$ cat src/verilog/bidir_fifo_regs.vh
`ifndef BIDIR_FIFO_REGS_VH
`define BIDIR_FIFO_REGS_VH

// ----------------------------------------------------------------------
// fifo geometry
// ----------------------------------------------------------------------
`define FIFO_WORD_WIDTH    9
`define FIFO_WORDS         32
`define FIFO_PTR_WIDTH     5
`define FIFO_CNT_WIDTH     6
`define FIFO_FULL_DEPTH    6'h20

// ----------------------------------------------------------------------
// depth offset field on the source bus
// ----------------------------------------------------------------------
`define DEPTH_OFS_LSB      0
`define DEPTH_OFS_MSB      4
`define DEPTH_OFS_RESET    5'h00

// ----------------------------------------------------------------------
// pin synchroniser
// ----------------------------------------------------------------------
`define PIN_SYNC_STAGES    3

`endif

$ cat src/verilog/dual_bidir_fifo_transceiver.v
`timescale 1ns/1ps
`default_nettype none
`include "bidir_fifo_regs.vh"

// ----------------------------------------------------------------------
// pin synchroniser: three flops, change accepted when 2nd and 3rd agree
// ----------------------------------------------------------------------
module pin_sync #(
  parameter WIDTH = 1,
  parameter [WIDTH-1:0] INIT = {WIDTH{1'b0}}
) (
  // clock and reset
  input  wire             i_clk,
  input  wire             i_rst_n,
  // pin side
  input  wire [WIDTH-1:0] i_pin,
  // filtered level
  output reg  [WIDTH-1:0] o_level
);
  reg [WIDTH-1:0] s1;
  reg [WIDTH-1:0] s2;
  reg [WIDTH-1:0] s3;

  always @(posedge i_clk or negedge i_rst_n) begin
    if (!i_rst_n) begin
      s1      <= INIT;
      s2      <= INIT;
      s3      <= INIT;
      o_level <= INIT;
    end else begin
      s1 <= i_pin;
      s2 <= s1;
      s3 <= s2;
      if (s2 == s3) begin
        o_level <= s3;
      end
    end
  end
endmodule // pin_sync

// ----------------------------------------------------------------------
// one direction: 32 x 9 store with programmable full depth
// ----------------------------------------------------------------------
module fifo_dir #(
  parameter WIDTH = `FIFO_WORD_WIDTH,
  parameter WORDS = `FIFO_WORDS
) (
  // clock and reset
  input  wire             i_clk,
  input  wire             i_rst_n,
  // filtered pin levels
  input  wire [WIDTH-1:0] i_src,
  input  wire             i_load_clock,
  input  wire             i_unload_clock,
  input  wire             i_reset_n,
  input  wire             i_depth_define_n,
  // store side
  output reg  [WIDTH-1:0] o_word,
  output reg              o_full_n,
  output reg              o_empty_n
);
  reg [WIDTH-1:0]               mem [0:WORDS-1];
  reg [`FIFO_PTR_WIDTH-1:0]     wr_ptr;
  reg [`FIFO_PTR_WIDTH-1:0]     rd_ptr;
  reg [`FIFO_CNT_WIDTH-1:0]     count;
  reg [`FIFO_CNT_WIDTH-1:0]     depth;
  reg [`DEPTH_OFS_MSB:0]        depth_ofs;
  reg                           load_q;
  reg                           unload_q;
  reg                           reset_q;
  reg                           define_q;
  wire                          load_edge;
  wire                          unload_edge;
  wire                          reset_rise;
  wire                          define_fall;
  wire                          full;
  wire                          empty;
  wire                          do_write;
  wire                          do_read;
  reg  [`FIFO_CNT_WIDTH-1:0]    next_count;

  // --------------------------------------------------------------------
  // edge detect and request gating
  // --------------------------------------------------------------------
  assign load_edge   = i_load_clock & ~load_q;           // [RQ4]
  assign unload_edge = i_unload_clock & ~unload_q;       // [RQ5]
  assign reset_rise  = i_reset_n & ~reset_q;
  assign define_fall = ~i_depth_define_n & define_q;
  assign full        = (count >= depth);                 // [RQ6]
  assign empty       = (count == {`FIFO_CNT_WIDTH{1'b0}});
  assign do_write    = load_edge & ~full & i_reset_n;    // [RQ7]
  assign do_read     = unload_edge & ~empty & i_reset_n; // [RQ8]

  // --------------------------------------------------------------------
  // next word count
  // --------------------------------------------------------------------
  always @* begin
    next_count = count;
    if (do_write && !do_read) begin
      next_count = count + 6'h01;
    end else if (do_read && !do_write) begin
      next_count = count - 6'h01;
    end
  end

  // --------------------------------------------------------------------
  // storage
  // --------------------------------------------------------------------
  // memory carries no reset, so the output word is not forced by reset
  always @(posedge i_clk) begin
    if (do_write) begin
      mem[wr_ptr] <= i_src;                              // [RQ1] [RQ4]
    end
    o_word <= mem[rd_ptr];                               // [RQ16] [RQ19]
  end

  // --------------------------------------------------------------------
  // edge history of the filtered pins
  // --------------------------------------------------------------------
  // history resets to each pin's synchroniser start level, so reset makes no false edge
  always @(posedge i_clk or negedge i_rst_n) begin
    if (!i_rst_n) begin
      load_q   <= 1'b0;
      unload_q <= 1'b0;
      reset_q  <= 1'b0;
      define_q <= 1'b1;
    end else begin
      load_q   <= i_load_clock;
      unload_q <= i_unload_clock;
      reset_q  <= i_reset_n;
      define_q <= i_depth_define_n;
    end
  end

  // --------------------------------------------------------------------
  // depth programming
  // --------------------------------------------------------------------
  // depth only moves on store reset release, never under live traffic
  always @(posedge i_clk or negedge i_rst_n) begin
    if (!i_rst_n) begin
      depth_ofs <= `DEPTH_OFS_RESET;
      depth     <= `FIFO_FULL_DEPTH;
    end else begin
      if (define_fall) begin
        depth_ofs <= i_src[`DEPTH_OFS_MSB:`DEPTH_OFS_LSB]; // [RQ9]
      end
      if (reset_rise) begin
        if (!i_depth_define_n) begin
          depth <= `FIFO_FULL_DEPTH - {1'b0, depth_ofs}; // [RQ17] [RQ10]
        end else begin
          depth <= `FIFO_FULL_DEPTH;                     // [RQ18]
        end
      end
    end
  end

  // --------------------------------------------------------------------
  // pointers and word count
  // --------------------------------------------------------------------
  always @(posedge i_clk or negedge i_rst_n) begin
    if (!i_rst_n) begin
      wr_ptr <= 5'h00;
      rd_ptr <= 5'h00;
      count  <= 6'h00;
    end else if (!i_reset_n) begin
      wr_ptr <= 5'h00;                                   // [RQ15]
      rd_ptr <= 5'h00;
      count  <= 6'h00;
    end else begin
      if (do_write) begin
        wr_ptr <= wr_ptr + 5'h01;
      end
      if (do_read) begin
        rd_ptr <= rd_ptr + 5'h01;
      end
      count <= next_count;
    end
  end

  // --------------------------------------------------------------------
  // status flags
  // --------------------------------------------------------------------
  // flags follow next_count so they settle together with the count
  always @(posedge i_clk or negedge i_rst_n) begin
    if (!i_rst_n) begin
      o_full_n  <= 1'b1;
      o_empty_n <= 1'b0;
    end else if (!i_reset_n) begin
      o_full_n  <= 1'b1;                                 // [RQ15]
      o_empty_n <= 1'b0;
    end else begin
      o_full_n  <= ~(next_count >= depth);               // [RQ12] [RQ14]
      o_empty_n <= (next_count != 6'h00);                // [RQ13] [RQ19]
    end
  end
endmodule // fifo_dir

// Functional notes
// RQ1: two independent stores of 32 nine-bit words, one per direction.
// RQ2: select low routes live opposite bus, high routes the stored word.
// RQ3: switching between live and stored data gives no spurious bus value.
// RQ4: source bus is written into the store on each load clock rise.
// RQ5: each unload clock rise advances the read side to the next word.
// RQ6: full when loaded minus unloaded words reaches the programmed depth.
// RQ7: load edges while full change neither contents nor write pointer.
// RQ8: unload edges while empty change neither read pointer nor contents.
// RQ9: falling depth-define captures source bus bits 0 to 4 as offset.
// RQ10: programmable depth covers every value from 1 to 32 words.
// RQ11: controlling logic must load the offset after power-up before use.
// RQ12: active-low full flag is low while full, high otherwise.
// RQ13: active-low empty flag is low while empty, high otherwise.
// RQ14: flags are always driven, independent of bus output enables.
// RQ15: low reset clears pointers, drives empty low and full high.
// RQ16: reset does not force the data outputs to any value.
// RQ17: define low at reset release sets depth to 32 minus offset.
// RQ18: define high during reset sets depth to the full 32 words.
// RQ19: first load into an empty store shows the word without unloading.
// RQ20: controlling logic sets offset with reset high, then pulses reset.
// RQ21: the two select inputs decode independently per direction.
// RQ22: each enable drives its bus; low releases the bus as input only.
// RQ23: load and unload clocks are asynchronous; flag compare kept safe.
module dual_bidir_fifo_transceiver #(
  parameter WIDTH = `FIFO_WORD_WIDTH,
  parameter WORDS = `FIFO_WORDS
) (
  // clock and reset
  input  wire             i_clk,
  input  wire             i_rst_n,
  // bus a pins
  input  wire [WIDTH-1:0] i_a_bus,
  output reg  [WIDTH-1:0] o_a_bus,
  output reg              o_a_bus_oe_n,
  // bus b pins
  input  wire [WIDTH-1:0] i_b_bus,
  output reg  [WIDTH-1:0] o_b_bus,
  output reg              o_b_bus_oe_n,
  // transceiver control
  input  wire             i_a_bus_drive_enable,
  input  wire             i_b_bus_drive_enable,
  input  wire             i_a_to_b_source_select,
  input  wire             i_b_to_a_source_select,
  // a-to-b store control
  input  wire             i_fifo_ab_load_clock,
  input  wire             i_fifo_ab_unload_clock,
  input  wire             i_fifo_ab_reset_n,
  input  wire             i_fifo_ab_depth_define_n,
  output wire             o_fifo_ab_full_n,
  output wire             o_fifo_ab_empty_n,
  // b-to-a store control
  input  wire             i_fifo_ba_load_clock,
  input  wire             i_fifo_ba_unload_clock,
  input  wire             i_fifo_ba_reset_n,
  input  wire             i_fifo_ba_depth_define_n,
  output wire             o_fifo_ba_full_n,
  output wire             o_fifo_ba_empty_n
);
  wire [WIDTH-1:0] a_live;
  wire [WIDTH-1:0] b_live;
  wire [3:0]       ctl;
  wire [7:0]       fifo_ctl;
  wire [WIDTH-1:0] ab_word;
  wire [WIDTH-1:0] ba_word;

  // --------------------------------------------------------------------
  // pin sampling
  // --------------------------------------------------------------------
  // every pin, load and unload clocks included, is brought into i_clk,
  // so the pointer compare never straddles two clock domains
  pin_sync #(.WIDTH(WIDTH), .INIT({WIDTH{1'b0}})) u_sync_a (
    .i_clk   (i_clk),
    .i_rst_n (i_rst_n),
    .i_pin   (i_a_bus),
    .o_level (a_live)
  );

  pin_sync #(.WIDTH(WIDTH), .INIT({WIDTH{1'b0}})) u_sync_b (
    .i_clk   (i_clk),
    .i_rst_n (i_rst_n),
    .i_pin   (i_b_bus),
    .o_level (b_live)
  );

  pin_sync #(.WIDTH(4), .INIT(4'h0)) u_sync_ctl (
    .i_clk   (i_clk),
    .i_rst_n (i_rst_n),
    .i_pin   ({i_a_bus_drive_enable, i_b_bus_drive_enable,
               i_a_to_b_source_select, i_b_to_a_source_select}),
    .o_level (ctl)
  );

  // store resets start asserted, define lines start high
  pin_sync #(.WIDTH(8), .INIT(8'h11)) u_sync_fifo (        // [RQ23]
    .i_clk   (i_clk),
    .i_rst_n (i_rst_n),
    .i_pin   ({i_fifo_ab_load_clock, i_fifo_ab_unload_clock,
               i_fifo_ab_reset_n, i_fifo_ab_depth_define_n,
               i_fifo_ba_load_clock, i_fifo_ba_unload_clock,
               i_fifo_ba_reset_n, i_fifo_ba_depth_define_n}),
    .o_level (fifo_ctl)
  );

  // --------------------------------------------------------------------
  // stores
  // --------------------------------------------------------------------
  fifo_dir #(.WIDTH(WIDTH), .WORDS(WORDS)) u_fifo_ab (
    .i_clk            (i_clk),
    .i_rst_n          (i_rst_n),
    .i_src            (a_live),
    .i_load_clock     (fifo_ctl[7]),
    .i_unload_clock   (fifo_ctl[6]),
    .i_reset_n        (fifo_ctl[5]),
    .i_depth_define_n (fifo_ctl[4]),
    .o_word           (ab_word),
    .o_full_n         (o_fifo_ab_full_n),
    .o_empty_n        (o_fifo_ab_empty_n)
  );

  fifo_dir #(.WIDTH(WIDTH), .WORDS(WORDS)) u_fifo_ba (
    .i_clk            (i_clk),
    .i_rst_n          (i_rst_n),
    .i_src            (b_live),
    .i_load_clock     (fifo_ctl[3]),
    .i_unload_clock   (fifo_ctl[2]),
    .i_reset_n        (fifo_ctl[1]),
    .i_depth_define_n (fifo_ctl[0]),
    .o_word           (ba_word),
    .o_full_n         (o_fifo_ba_full_n),
    .o_empty_n        (o_fifo_ba_empty_n)
  );

  // --------------------------------------------------------------------
  // transceiver outputs
  // --------------------------------------------------------------------
  // registered mux: the select switch lands on one clock edge, no glitch
  always @(posedge i_clk or negedge i_rst_n) begin
    if (!i_rst_n) begin
      o_a_bus      <= {WIDTH{1'b0}};
      o_b_bus      <= {WIDTH{1'b0}};
      o_a_bus_oe_n <= 1'b1;
      o_b_bus_oe_n <= 1'b1;
    end else begin
      o_a_bus      <= ctl[0] ? ba_word : b_live;         // [RQ2] [RQ3] [RQ21]
      o_b_bus      <= ctl[1] ? ab_word : a_live;         // [RQ2] [RQ3] [RQ21]
      o_a_bus_oe_n <= ~ctl[3];                           // [RQ22]
      o_b_bus_oe_n <= ~ctl[2];                           // [RQ22]
    end
  end
endmodule // dual_bidir_fifo_transceiver

`default_nettype wire

$ cat config.mk
export PLATFORM = sky130hd
export DESIGN_NAME = dual_bidir_fifo_transceiver
export DESIGN_NICKNAME = d
export VERILOG_FILES = /design/src/verilog/dual_bidir_fifo_transceiver.v
export VERILOG_INCLUDE_DIRS = /design/src /design/src/verilog
export SDC_FILE = /design/constraint.sdc
export NUM_CORES = 1
export LEC_CHECK = 0
export ABC_AREA = 1
export BUFFER_PORTS_ARGS = -buffer_cell sky130_fd_sc_hd__buf_2
export CORE_UTILIZATION = 45
export DETAILED_ROUTE_END_ITERATION = 12
export GPL_ROUTABILITY_DRIVEN = 0
export RECOVER_POWER = 50
export SETUP_SLACK_MARGIN = 0.3
export SLEW_MARGIN = 0
export SYNTH_ARGS = -nofsm -noshare
export SYNTH_HDL_FRONTEND = slang
export SYNTH_SLANG_ARGS = --single-unit
$ cat constraint.sdc
create_clock -name i_clk -period 3.11 [get_ports i_clk]
set_input_delay 0.4665 -clock i_clk [delete_from_list [all_inputs] [get_ports i_clk]]
set_output_delay 0.4665 -clock i_clk [all_outputs]
set_load 0.02 [all_outputs]
### After elaboration in Yosys (flattened, before gate mapping)

Memories as Yosys holds them, arrays and structs flattened. A register that Yosys moved wholly into a read port is not among the register bits.
Cells that the tools add are included.

* bits in registers: 206
* memory bits (writable): 576
* bits of input ports: 32
* output and inout bits: 24
* logic and storage cells: 136
* memories kept: 2

* add/subtract/negate cells: 10
* magnitude comparators: 4
* equality and inequality tests: 8
* muxes and demuxes: 26
* bitwise logic cells: 32
* reductions and logical operators: 12

Memories
* u_fifo_ab.mem: words 32, width 9, rd ports 1, clocked after memory_dff 1, write ports 1, RTL line dual_bidir_fifo_transceiver.v:62 `reg [WIDTH-1:0] mem [0:WORDS-1];`
* u_fifo_ba.mem: words 32, width 9, rd ports 1, clocked after memory_dff 1, write ports 1, RTL line dual_bidir_fifo_transceiver.v:62

Operators with widths (number)
* 6-bit 2-to-1 mux: 8
* 5-bit 2-to-1 mux: 8
* 6-bit greater-or-equal comparator: 4
* 5-bit by 1-bit adder with 5-bit output, second input constant: 4
* 9-bit == test: 2
* 9-bit 2-to-1 mux: 2
* 1-bit bitwise AND: 16
* 1-bit NOT: 16
* 6-bit by 1-bit adder with 6-bit output, second input constant: 2
* 6-bit logical NOT: 2
* 6-bit nonzero test: 2
* 6-bit by 1-bit subtractor with 6-bit output, second input constant: 2
* 6-bit by 5-bit subtractor with 6-bit output, first input constant: 2
* 8-bit == test: 1
* 1-bit 2-to-1 mux: 8
* 2-bit by 1-bit inequality test with 1-bit output, second input constant: 4
* 4-bit == test: 1
* 1-bit logical AND: 4
* 1-bit logical NOT: 4

### Depth between registers and ports, before layout

* depth after elaboration: 11
* depth in mapped cells: 22
* mapped depth without buffers: 22

### By module

Synthesis repeated with hierarchy kept, for this count alone.

* cells, all modules: 2632
* area, all modules: 31958.2 µm²

Modules (own cells, without submodules)
* fifo_dir at u_fifo_ba: instances 1, cells an instance 1116, area an instance 13606.8 µm²
* fifo_dir at u_fifo_ab: instances 1, cells an instance 1116, area an instance 13589.3 µm²
* pin_sync at u_sync_a ...: instances 2, cells an instance 92, area an instance 1212.4 µm²
* pin_sync at u_sync_fifo: instances 1, cells an instance 85, area an instance 1049.8 µm²
* dual_bidir_fifo_transceiver: instances 1, cells an instance 80, area an instance 743.2 µm²
* pin_sync at u_sync_ctl: instances 1, cells an instance 51, area an instance 544.3 µm²

### Least setup slack after synthesis

No wires, ideal clock.

* kind: register to register
* start point: register u_fifo_ab.depth[5]
* end point: register u_fifo_ab.o_full_n
* library setup time: 0.062 ns
* arrival time: 2.618 ns
* setup slack: 0.430 ns
* stages on the path, launching flop included: 21
* buffers on the path: 0
* clock period less this slack: 2.680 ns
* cells stage by stage: dfstp_2 inv_1 ha_1 nand2_1 inv_1 nor2_1 nand2_1 nor2_1 nand2_4 clkinv_2 nand2_1 nand3_2 inv_1 ha_1 a21boi_0 o21ai_0 a21boi_0 o21a_1 o21ai_0 nand2_1 nand2_1

* word-level cells in the longest chain between the ends: 11
* elaborated cells between the ends (all ways): 12

Ends and longest elaborated chain
* start, declared: RTL line dual_bidir_fifo_transceiver.v:66 `` reg [`FIFO_CNT_WIDTH-1:0] depth; ``
* start signal, assigned: RTL line dual_bidir_fifo_transceiver.v:142 `` depth <= `FIFO_FULL_DEPTH; ``
* start signal, assigned: RTL line dual_bidir_fifo_transceiver.v:149 `` depth <= `FIFO_FULL_DEPTH - {1'b0, depth_ofs}; ``
* start signal, assigned: RTL line dual_bidir_fifo_transceiver.v:151 `` depth <= `FIFO_FULL_DEPTH; ``
* 6-bit greater-or-equal comparator: RTL line dual_bidir_fifo_transceiver.v:89 `assign full = (count >= depth);`
* 1-bit NOT: RTL line dual_bidir_fifo_transceiver.v:91 `assign do_write = load_edge & ~full & i_reset_n;`
* 1-bit bitwise AND (2 in a row): RTL line dual_bidir_fifo_transceiver.v:91
* 1-bit logical NOT: RTL line dual_bidir_fifo_transceiver.v:101 `end else if (do_read && !do_write) begin`
* 1-bit logical AND: RTL line dual_bidir_fifo_transceiver.v:101
* 6-bit 2-to-1 mux: RTL line dual_bidir_fifo_transceiver.v:101
* 6-bit 2-to-1 mux: RTL line dual_bidir_fifo_transceiver.v:99 `if (do_write && !do_read) begin`
* 6-bit greater-or-equal comparator *: RTL line dual_bidir_fifo_transceiver.v:192 `o_full_n <= ~(next_count >= depth);`
* 1-bit NOT *: RTL line dual_bidir_fifo_transceiver.v:192
* 1-bit 2-to-1 mux *: RTL line dual_bidir_fifo_transceiver.v:188 `end else if (!i_reset_n) begin`
* end signal, assigned: RTL line dual_bidir_fifo_transceiver.v:192
* end, declared: RTL line dual_bidir_fifo_transceiver.v:59 `output reg o_full_n,`

Mark *: on every way between the ends. The rest lies on a longest branch, timed or not.
A chain may end at the register's enable or synchronous reset.

### Final worst setup path

Ends and elaborated chain as after synthesis.

==> out/metrics.csv <==
stage;metric;value;unit
route;wl_per_cell;20.6;um
logic_synthesis;async_flop_share;25.8;%
cells_and_area;multi_input_area;7830;um2
pwr;swShare;23.5;%
placement;io_buffer_count;55;
worst_setup_path;crit_arrival;3270;ps
clock_tree;cts_tree;built;
logic_synthesis;synth-seq-cells;800;
floorplan;coreArea;69100;um2
logic_synthesis;syn_inst;2550;
floorplan;chipHeight;267;um
pwr;powerDensity;666;nW/um2
cells_and_area;areaGrowthSynthToFinish;16.1;%
cells_and_area;final_cells;3717;
pwr;p_switching;5.75;mW
floorplan;ioPinCount;56;
placement;post_dp_cell_area;33500;um2
route;first_pass_iters;6;
pwr;power_frac_comb;7.5;%
logic_synthesis;synth_largest_area_cell;edfxtp_1;
worst_setup_path;crit_path_max_fanout;6;
route;drc;0;
pwr;leakage;13.8;nW
worst_setup_path;cpMaxStageDelayCell;dfstp_2;
pwr;seq_power_share;50.8;%
clock_tree;clkSinkCount;800;
sta;slew_violations;464;
floorplan;rows;96;
worst_setup_path;cp.required;3670;ps
logic_synthesis;synth_top_area_share;54.6;%
logic_synthesis;ys_top_cells_by_area;edfxtp_1, dfrtp_1, o21ai_0, nor2_1, nand2_1;
sta;worstMarginPinSlew;2220;ps
pwr;total_power;24.5;mW
placement;dp_cells;3526;
route;routed_wl;76.4;mm
global_routing;grt_max_degree;147;
cells_and_area;regArea;22800;um2
logic_synthesis;syn-num-nets;2624;
sta;max_freq;369;MHz
flow_run;cap_violations;12;
sta;setup_viol;0;
global_routing;grt_pass1_vias;19870;
clock_tree;cts_buffers;82;
sta;finalHoldViolCount;0;
sta;period_minus_slack;2710;ps
logic_synthesis;synth-edff-count;576;
clock_tree;cts_root_buf;clkbuf_16;
clock_tree;clkTransAtPathRegs;60;ps
cells_and_area;stdcell_area;36800;um2
route;routed_via_density;5.46;
global_routing;overflow;0;
clock_tree;clock_latency;630;ps
pwr;ir_drop;479;uV
logic_synthesis;synth_ff_type;edfxtp_1;
worst_hold_path;hold_class;register to register;
global_routing;grt_first_pass_wirelength;117;mm
global_routing;antenna_found_initial;1;
placement;hpwl;46.0;mm
outcome;outcome;finished with violations;
floorplan;die_area;71400;um2
route;num_vias;20290;
cells_and_area;final_nets;2796;
sta;min_period_over_period;87.1;%
cells_and_area;drive_gt1_share;14.2;%
worst_setup_path;startpoint_type;register;
sta;finClkSkew;22.5;ps
cells_and_area;fillCellCount;5826;
route;detail-route-antenna-nets;0;
pwr;p_int;18.7;mW
logic_synthesis;ys_types;54;
global_routing;grt_usage;21.6;%
logic_synthesis;yosys_warnings;0;
clock_tree;htree_levels;3;
clock_tree;max-clock-path-buffers;3;
logic_synthesis;netlist_area;31700;um2
worst_setup_path;cp-end-kind;register;
worst_setup_path;worstSetupPathType;register to register;
sta;setup_tns;0;ps
sta;rsz0062_at_grt;false;
cells_and_area;n_antenna_cell;0;
logic_synthesis;ys_seq_area_share;72.1;%
route;drt-initial-drc-count;1737;
worst_setup_path;cp_cell_sequence;inv_2 > ha_4 > nand4_1 > inv_1 > nand2_2 > nand2_4 > nand2_4 > nand3_1 > nand3_2 > inv_2 > ha_4 > a21boi_2 > o21ai_1 > a21boi_1 > o21a_1 > o21ai_1 > nand2_1 > nand2_1;
sta;max_slew_margin;-48.0;%
logic_synthesis;syn_area_per_cell;12.4;um2
worst_setup_path;cpPeakStageDelay;540;ps
pwr;pwr-share-clk;41.8;%
floorplan;die_w;267;um
floorplan;initial_core_util;45.8;%
outcome;violations;max-capacitance violations, max-slew violations;
kinds of logic after synthesis:
group           Yosys count  share of synthesized area [%]
xor+xnor                 37                           1.02
mux                       5                          0.178
simple gates            819                           10.9
fa+ha+maj                42                           1.66
flops                   800                           72.1
compound gates          586                           10.6
buf+inv                 261                           3.56
worst paths after layout:
| path | from | end | slack [ps] | depth (start not counted) |
|---|---|---|---|---|
| setup / recovery | u_fifo_ab.depth[5] | u_fifo_ab.o_full_n | 400 | 18 |
| hold / removal | u_sync_b.s1[1] | u_sync_b.s2[1] | 350 | 0 |
| setup reg to reg | u_fifo_ab.depth[5] | u_fifo_ab.o_full_n | 400 | 18 |
| hold reg to reg | u_sync_b.s1[1] | u_sync_b.s2[1] | 350 | 0 |
| max in group asynchronous | i_rst_n | u_fifo_ab.count[3] | 670 | 3 |
| min in group asynchronous | i_rst_n | u_fifo_ab.o_empty_n | 1030 | 2 |
cells in the mapped netlist, types with 4 or more instances:
cell      count
a21boi_0      4
a21oi_1      33
a31oi_1      12
buf_2        40
buf_4         9
buf_6         8
clkbuf_1     65
dfrtp_1     190
dfstp_2      16
dfxtp_1      18
edfxtp_1    576
ha_1         42
inv_1       124
inv_2         9
mux2_2        5
nand2_1     241
nand2_2       4
nand2_4       6
nand3_1      81
nand4_1      15
nor2_1      428
nor2_2        8
nor3_1       15
nor4_1        4
o211ai_1     27
o21ai_0     340
o21ai_1      21
o221ai_1     36
o22ai_1      99
xnor2_1       9
xor2_1       28
worst max-delay path: cells and delay by family (launching register included):
family	cells	cell delay, ps
AO/OA/AOI/OAI	5	660
flip-flops	1	540
AND/OR/NAND/NOR	8	700
adder cells (fa/ha/maj)	2	470
buffers and inverters	3	250
per-layer routing:
layer	global-route usage (%)	share of wire (%)	up-vias
met5	0	0	-
met2	36.5	50	574
met3	3.05	5.2	150
met4	7.01	2.8	0
li1	-	-	9428
met1	28.9	42	10138
timing repair:
item | CTS | global route
endpoints found under the hold margin | 102 | 0
pin swaps | 3 | 15
resized for setup | 6 | 46
setup buffers | 3 | 9
hold buffers | 31 | 0
setup endpoints to repair | 2 | 456
state kept, by name (all words and copies together), names as in the netlist, 9 cells and up:
name              count
u_fifo_ab.mem       288
u_fifo_ba.mem       288
o_a_bus               9
o_b_bus               9
u_fifo_ab.o_word      9
u_fifo_ba.o_word      9
u_sync_a.o_level      9
u_sync_a.s1           9
u_sync_a.s2           9
u_sync_a.s3           9
u_sync_b.o_level      9
u_sync_b.s1           9
u_sync_b.s2           9
u_sync_b.s3           9
cell usage in the layout, fill, tap and decap left out, types with 31 or more instances in the layout:
master and n:
edfxtp_1 576, dlygate4sd3_1 31, dfrtp_1 183, buf_2 53
o221ai_1 36, clkbuf_16 83, nand3_1 79, nor2_1 426
inv_1 116, buf_4 96, o21ai_0 336, nand2_1 228
o22ai_1 99, ha_1 38
layout make-up:
type	instances	area share [%]
Sequential cell	800	62.2
Clock buffer	99	6.03
Timing Repair Buffer	212	4.28
Inverter	137	1.42
Multi-Input combinational cell	1489	21.3
Tap cell	931	3.17
Clock inverter	49	1.63
power by group through the flow:
stage / registers, mW / clock network, mW / logic (mW)
after floorplan: 12.7 / 0 / 0.836
after global placement: 12.6 / 0 / 1.67
after detailed placement: 12.6 / 0 / 1.72
after CTS: 12.4 / 10.4 / 1.79
after global routing: 12.5 / 10.8 / 2.04
final: 12.4 / 10.2 / 1.83
through the flow:
stage	hold WS, ps	utilization [%]	worst slack, ps
2_1_floorplan	171	-	430
3_3_place_gp	334	48.5	245
3_5_place_dp	335	48.5	157
4_1_cts	348	53.1	292
5_1_grt	355	53.2	202
6_report	346	53.2	403
Note: power is estimated with default switching activity, not from simulation.
